`src/verilog/prs_consts.vh`:
```
// Constants of the palette recipe selector
`ifndef PRS_CONSTS_VH
`define PRS_CONSTS_VH
// ==========================================
// Sizes
`define PRS_SLOTS        10
`define PRS_GROUPS       8
`define PRS_ENTRIES      80
`define PRS_VAL_W        16
`define PRS_IDX_W        7
`define PRS_CH_W         5
`define PRS_PN_W         7
`define PRS_PAL_W        3
// ==========================================
// Reset values
`define PRS_TGT_RST      12'h000
`define PRS_PAL_RST      3'h0
// ==========================================
// Channel codes screened from the slot targets, main, calibration and totaliser only for listed parameters
`define PRS_CH_MAIN      5'h01
`define PRS_CH_PAL       5'h04
`define PRS_CH_MON       5'h07
`define PRS_CH_SET       5'h08
`define PRS_CH_SYS       5'h09
`define PRS_CH_ALM       5'h0a
`define PRS_CH_COM       5'h0b
`define PRS_CH_CAL       5'h0f
`define PRS_CH_TOT       5'h10
`define PRS_CH_LINK      5'h1d
`define PRS_CH_RCP       5'h1e
// ==========================================
// Parameter numbers kept out of the slot targets
`define PRS_PN_STANDBY_SELECT      7'h05
`define PRS_PN_AT        7'h07
`define PRS_PN_HOLD      7'h08
`define PRS_PN_PAL       7'h09
`define PRS_PN_REBOOT    7'h63
`define PRS_PN_TGO       7'h01
`define PRS_PN_TCLR      7'h02
`define PRS_PN_TPRE      7'h12
`define PRS_PN_CAL       7'h08
`endif

```
`src/verilog/prs_value_mem.v`:
```
// Stored recipe values, eighty words with registered read data
`timescale 1ns/1ps
module prs_value_mem
(
   // Clock
   input  wire        clk,
   // Write port
   input  wire        wr_en,
   input  wire [6:0]  wr_addr,
   input  wire [15:0] wr_data,
   // Read port
   input  wire [6:0]  rd_addr,
   output reg  [15:0] rd_data
);
   reg [15:0] mem [0:79];

   always @(posedge clk)
   begin
      if (wr_en && wr_addr < 7'd80)
         mem[wr_addr] <= wr_data;
      rd_data <= (rd_addr < 7'd80) ? mem[rd_addr] : 16'h0000;
   end
endmodule

```
`src/verilog/prs_palette_recipe_selector.v`:
```
// Palette recipe selector: copies stored values into targeted parameters
// What this block does
// - Palette change overwrites targets with new values
// - Ten slots, each choosing its own target
// - Palette zero applies values zero to nine
// - Palette n applies values from ten times n
// - Slot assignments take effect after reset only
// - Masked parameters are refused as slot targets
// - Applied values clamped to target's legal range
// - Eighty independent stored values, slot by palette
`timescale 1ns/1ps
`include "prs_consts.vh"
module prs_palette_recipe_selector
(
   // Clock and reset
   input  wire        clk,
   input  wire        rst_n,
   // Slot target configuration, written by the parameter store
   input  wire        tgt_wr,
   input  wire [3:0]  tgt_slot,
   input  wire [11:0] recipe_slot_target,
   input  wire        tgt_masked,
   // Stored value table
   input  wire        val_wr,
   input  wire [6:0]  val_idx,
   input  wire [15:0] palette_value_table,
   // Palette logic
   input  wire [2:0]  palette_number,
   // Legal range of the parameter being written
   output reg  [11:0] range_query,
   input  wire [15:0] range_min,
   input  wire [15:0] range_max,
   // Parameter store write port
   output reg         par_wr,
   output reg  [11:0] par_addr,
   output reg  [15:0] par_data,
   // Status
   output wire        busy,
   output wire [9:0]  slot_active,
   output reg         tgt_refused
);
   // ==========================================
   // Slot assignments: pending copy and active copy
   localparam ST_IDLE  = 4'b0001;
   localparam ST_READ  = 4'b0010;
   localparam ST_WAIT  = 4'b0100;
   localparam ST_WRITE = 4'b1000;

   reg  [11:0] pend_tgt [0:9];
   reg  [9:0]  pend_ok = 10'h000;
   reg  [11:0] act_tgt  [0:9];
   reg  [9:0]  act_ok;
   reg         loaded;
   reg  [3:0]  state;
   reg  [3:0]  slot;
   reg  [2:0]  pal_seen;
   reg  [2:0]  pal_run;
   wire [15:0] rd_data;
   wire [4:0]  in_ch = recipe_slot_target[11:7];
   wire [6:0]  in_pn = recipe_slot_target[6:0];
   reg         in_bad;
   reg  [15:0] clamped;
   reg  [6:0]  rd_addr;

   // Target screening
   always @*
   begin
      in_bad = tgt_masked;
      case (in_ch)
         `PRS_CH_PAL, `PRS_CH_MON, `PRS_CH_SET, `PRS_CH_SYS,
         `PRS_CH_ALM, `PRS_CH_COM, `PRS_CH_LINK, `PRS_CH_RCP: in_bad = 1'b1;
         default: in_bad = in_bad;
      endcase
      if ((in_ch == `PRS_CH_MAIN && (in_pn == `PRS_PN_STANDBY_SELECT || in_pn == `PRS_PN_AT ||
           in_pn == `PRS_PN_HOLD || in_pn == `PRS_PN_PAL)) ||
          (in_ch == `PRS_CH_SYS && in_pn == `PRS_PN_REBOOT) ||
          (in_ch == `PRS_CH_TOT && (in_pn == `PRS_PN_TGO || in_pn == `PRS_PN_TCLR ||
           in_pn == `PRS_PN_TPRE)) ||
          (in_ch == `PRS_CH_CAL && in_pn == `PRS_PN_CAL) ||
          recipe_slot_target == `PRS_TGT_RST)
         in_bad = 1'b1;
   end

   // ==========================================
   // Pending assignments, one per slot
   genvar g;
   generate
      for (g = 0; g < `PRS_SLOTS; g = g + 1)
      begin : gen_slot
         // Kept through rst_n like retained settings, cleared at power-up only
         always @(posedge clk)
         begin
            if (tgt_wr && tgt_slot == g && !in_bad)
            begin
               pend_tgt[g] <= recipe_slot_target;
               pend_ok[g]  <= 1'b1;
            end
         end
         // Active copy is captured once after reset release
         always @(posedge clk or negedge rst_n)
         begin
            if (!rst_n)
            begin
               act_tgt[g] <= `PRS_TGT_RST;
               act_ok[g]  <= 1'b0;
            end
            else if (!loaded)
            begin
               act_tgt[g] <= pend_ok[g] ? pend_tgt[g] : `PRS_TGT_RST;
               act_ok[g]  <= pend_ok[g];
            end
         end
      end
   endgenerate

   assign slot_active = act_ok;
   assign busy        = (state != ST_IDLE);

   always @(posedge clk or negedge rst_n)
   begin
      if (!rst_n)
         tgt_refused <= 1'b0;
      else
         tgt_refused <= tgt_wr && (in_bad || tgt_slot >= 4'd10);
   end

   // ==========================================
   // Value store
   always @*
   begin
      rd_addr = {pal_run, 3'b000} + {1'b0, pal_run, 1'b0} + {3'b000, slot};
   end

   prs_value_mem u_mem
   (
      .clk     (clk),
      .wr_en   (val_wr),
      .wr_addr (val_idx),
      .wr_data (palette_value_table),
      .rd_addr (rd_addr),
      .rd_data (rd_data)
   );

   always @*
   begin
      if ($signed(rd_data) < $signed(range_min))
         clamped = range_min;
      else if ($signed(rd_data) > $signed(range_max))
         clamped = range_max;
      else
         clamped = rd_data;
   end

   // ==========================================
   // Copy sequencer
   always @(posedge clk or negedge rst_n)
   begin
      if (!rst_n)
      begin
         state       <= ST_IDLE;
         slot        <= 4'h0;
         loaded      <= 1'b0;
         pal_seen    <= `PRS_PAL_RST;
         pal_run     <= `PRS_PAL_RST;
         par_wr      <= 1'b0;
         par_addr    <= 12'h000;
         par_data    <= 16'h0000;
         range_query <= 12'h000;
      end
      else
      begin
         par_wr <= 1'b0;
         case (state)
            ST_IDLE:
            begin
               if (!loaded)
               begin
                  loaded   <= 1'b1;
                  pal_seen <= palette_number;
                  pal_run  <= palette_number;
                  slot     <= 4'h0;
                  state    <= ST_READ;
               end
               else if (palette_number != pal_seen)
               begin
                  pal_seen <= palette_number;
                  pal_run  <= palette_number;
                  slot     <= 4'h0;
                  state    <= ST_READ;
               end
            end
            ST_READ:
            begin
               range_query <= act_tgt[slot];
               state       <= ST_WAIT;
            end
            ST_WAIT:
               state <= ST_WRITE;
            ST_WRITE:
            begin
               if (act_ok[slot])
               begin
                  par_wr   <= 1'b1;
                  par_addr <= act_tgt[slot];
                  par_data <= clamped;
               end
               if (slot == 4'd9)
                  state <= ST_IDLE;
               else
               begin
                  slot  <= slot + 4'd1;
                  state <= ST_READ;
               end
            end
            default:
               state <= ST_IDLE;
         endcase
      end
   end
endmodule

```
`config.mk`:
```
export PLATFORM = sky130hd
export DESIGN_NAME = prs_palette_recipe_selector
export DESIGN_NICKNAME = d
export VERILOG_FILES = /design/src/verilog/prs_value_mem.v /design/src/verilog/prs_palette_recipe_selector.v
export VERILOG_INCLUDE_DIRS = /design/src /design/src/verilog
export SDC_FILE = /design/constraint.sdc
export NUM_CORES = 2
export LEC_CHECK = 0
export ABC_CLOCK_PERIOD_IN_PS = 4100
export BUFFER_PORTS_ARGS = -buffer_cell sky130_fd_sc_hd__buf_2
export CORE_MARGIN = 8
export CORE_UTILIZATION = 62
export DETAILED_ROUTE_END_ITERATION = 8
export GPL_ROUTABILITY_DRIVEN = 1
export PLACE_DENSITY = 0.79
export SYNTH_ARGS = -nofsm -noshare
export SYNTH_HDL_FRONTEND = slang
export SYNTH_SLANG_ARGS = --single-unit
```
`constraint.sdc`:
```
create_clock -name clk -period 4.1 [get_ports clk]
set_input_delay 0.205 -clock clk [delete_from_list [all_inputs] [get_ports clk]]
set_output_delay 0.205 -clock clk [all_outputs]
set_load 0.01 [all_outputs]
```
==> metrics.md <==
| Metric | Value |
|---|---|
| Status | complete, no violations |
| Max-Cap Viols | 0 |
| CP startpoint | u_mem.rd_data[15] |
| Number of buffers created by CTS | 154 |
| R2R Setup Slk | 140 ps |
| Post-Synthesis Cell Area | 0.0619 mm² |
| Met2 GRT Util | 44.3% |
| Fmax | 253 MHz |
| FF-to-FF Start | u_mem.rd_data[15] |
| Worst Reg2Reg Path Length in Cells | 10 |
| Crit-path max cell delay | 570 ps |
| IO buf count | 131 |
| # DRC | 0 |
| Synth-to-layout area growth | 13.9% |
| Buf/Inv on CP | 2 |
| Root Driver | clkbuf_16 |
| GR Util All Layers | 27.6% |
| Compound-Gate Fraction of Synth Area | 1.64% |
| CP delay by family, top | compound AO/OA/AOI/OAI gates |
| Die Y | 332 µm |
| Initial Utilization | 62.2% |
| Gate Count Post-Synth | 2842 |
| Final setup vio count | 0 |
| Core ar. | 0.0996 mm² |
| Final wirelength | 152000 µm |
| Seq/Total Area, Yosys | 75.5% |
| Hold depth | 1 |
| Async set-reset flop share out of synthesis | 11.0% |
| Met1 usage | 37.6% |
| Max Root-Sink Buffers | 3 |
| Post-DP Area | 0.0649 mm² |
| Initial antenna violation count | 10 |
| Fin area | 0.0705 mm² |
| Slew margin rel. | 19.0% |
| Mux cell area share after synthesis | 18.5% |
| Die W | 332 µm |
| Post-synthesis xor/xnor area fraction | 0.0990% |
| Final Max Tran Viols | 0 |
| Req. time, crit path | 4740 ps |
| Worst slew pin tran | 1210 ps |
| Die ar. | 0.110 mm² |
| Filler cell count in the final layout | 5462 |
| Most common cell after layout, fill and taps aside | edfxtp_1 |
| DRT iter0 DRCs | 4389 |
| Peak VDD IR | 0.526 mV |
| CP max stage cell | a21oi_2 |
| Met3 usage | 6.56% |
| Unrepaired setup endpoints after global routing | false |
| Routed Antenna Nets | 0 |
| Share of cells above drive strength 1 | 33.0% |
| Post-DR vias/cell | 6.84 |
| Largest net degree at the start of global routing | 102 |
| Synth Area in Adders | 0.833% |
| Worst-path fanout max | 10 |
| Commonest non-fill, non-tap cells in the layout | edfxtp_1 (1400), mux4_2 (424), dfrtp_1 (172), clkbuf_16 (159) |
| Gr ovfl total | 0 |
| Mean Syn Cell Area | 21.8 µm² |
| Clk_lat worst skew | 780 ps |
| Footprint of the multi-input gates | 0.0144 mm² |
| Final Util | 70.8% |
| Vias in the first global route | 32355 |
| GPL Wtd Cong | 0.871 |
| # clock sinks | 1591 |
| Clock Pin Slew Worst Setup and Hold Paths | 60 ps |
| Crit path arrival time | 4600 ps |
| Final-report hold violation count | 0 |
| Number of stages on the worst setup path | 10 |
| Min Tclk post-route | 3960 ps |
| Final setup TNS | 0 ps |
| Ports | 132 |
| Synth cell types | 58 |
| HP Class | in -> reg |
| Std-Cell Rows | 116 |
| HPWL after DPL | 90300 µm |
| Critical Path Start Type | flip-flop |
| CP endpoint kind | flip-flop |
| First-pass GRT wire length | 223000 µm |
| Min-delay src | palette_value_table[8] |
| Drt first pass iters | 6 |
| Leakage power | 23.3 nW |
| Clock skew | 30.9 ps |
| CTS H-tree depth | 4 |
| Fin crit share | 96.6% |
| Post-CTS sizing | 0 |
| Synthesized Nets | 2961 |
| Power per Cell Area | 621 mW/mm² |
| CP Class | reg -> reg |
| #FFs+latches synth | 1591 |
| Final nets | 3323 |
| Synth Area in Simple Gates | 2.00% |
| Hold path endpoint | u_mem.mem[30][8] |
| Synth Flop Type | edfxtp_1 |
| CTS tree | done |
| Routed length per instance | 32.9 µm |
| Yosys Warn Count | 0 |
| Reg-to-reg endpoint | par_data[9] |
| Sequential Area | 0.0467 mm² |
| Number of synthesized flops with an enable pin | 1400 |
| Top Usage Layer GRT | met2 |
| Total number of vias | 31636 |
| Worst-path cell chain | ha_1 > nand4_1 > nor3_1 > a21boi_1 > o21ai_1 > a21oi_2 > buf_4 > mux2i_1 > o21bai_1 > dlygate4sd3_1 |
| Largest family of logic cells by synthesized area | multiplexers |
==> routing by layer <==
layer,vias up,part of all wire [%]
met5,-,0.020
met1,16473,36
met3,346,11
met4,4,3.7
li1,12467,-
met2,2346,49
==> Yosys cell counts, types with 15 or more instances <==
cell type     n  area share, %
edfxtp_1   1400             68
mux4_2      424             15
dfrtp_1     174            7.0
mux2_2      148            2.7
nor2_1      109           0.66
clkbuf_1     80           0.48
nand2_1      66           0.40
inv_1        41           0.25
a21oi_1      39           0.32
ha_1         38           0.77
buf_2        32           0.26
a22oi_1      27           0.33
nor2b_1      25           0.25
buf_4        18           0.22
mux2i_1      18           0.29
o21ai_1      17           0.14
dfxtp_1      16           0.52
o31ai_1      16           0.19
o21bai_1     15           0.18
==> final cells by class <==
cell class	instances	area share [%]
Clock inverter	77	1.05
Clock buffer	202	5.94
Timing Repair Buffer	354	3.75
Multi-Input combinational cell	1061	20.4
Sequential cell	1591	66.3
Antenna cell	3	0.0106
Tap cell	1298	2.30
Inverter	42	0.224
==> cell families after synthesis <==
logic type                 count (synthesis)
AOI/OAI and AO/OA                        153
xor gates and xnor gates                   7
adders and majority gates                 40
buffers and inverters                    190
DFF                                     1591
muxes                                    595
and+or+nand+nor                          266
==> report_power, final <==
group          internal [mW]  switching [mW]
clock network           7.97            5.95
logic                   5.18            6.26
registers               18.0           0.392
total                   31.2            12.6
==> how the worst max path moves through the flow <==
| stage | slack (ps) | end |
|---|---|---|
| global route | 30 | par_data[9] |
| detailed placement | 500 | u_mem.rd_data[7] |
| CTS | 220 | par_data[9] |
| floorplan | 840 | pend_tgt[8][0] |
| global placement | 530 | u_mem.rd_data[1] |
| finish | 140 | par_data[9] |
==> metrics by stage <==
stage,setup slack [ps],hold slack (ps),total power [mW],instances
floorplan,838,-90.6,25.8,2842
global placement,531,353,29.5,4283
detailed placement,498,384,29.7,4283
CTS,219,4.12,43.8,4625
global route,30.0,31.5,45.0,4625
finish,140,22.8,43.8,4628
==> timing repair <==
action,in CTS,in global routing
endpoints found under the hold margin,393,0
setup buffers,0,0
hold buffers,63,0
==> registers in the layout, summed over array words and instances (netlist names) <==
name and count:
u_mem.mem 1280, act_tgt 120, pend_tgt 120, par_data 16, u_mem.rd_data 16, par_addr 12, range_query 12, slot 4
state 4, pal_seen 3, loaded 1, par_wr 1, slot_active 1, tgt_refused 1
(Power assumes the default switching activity.)
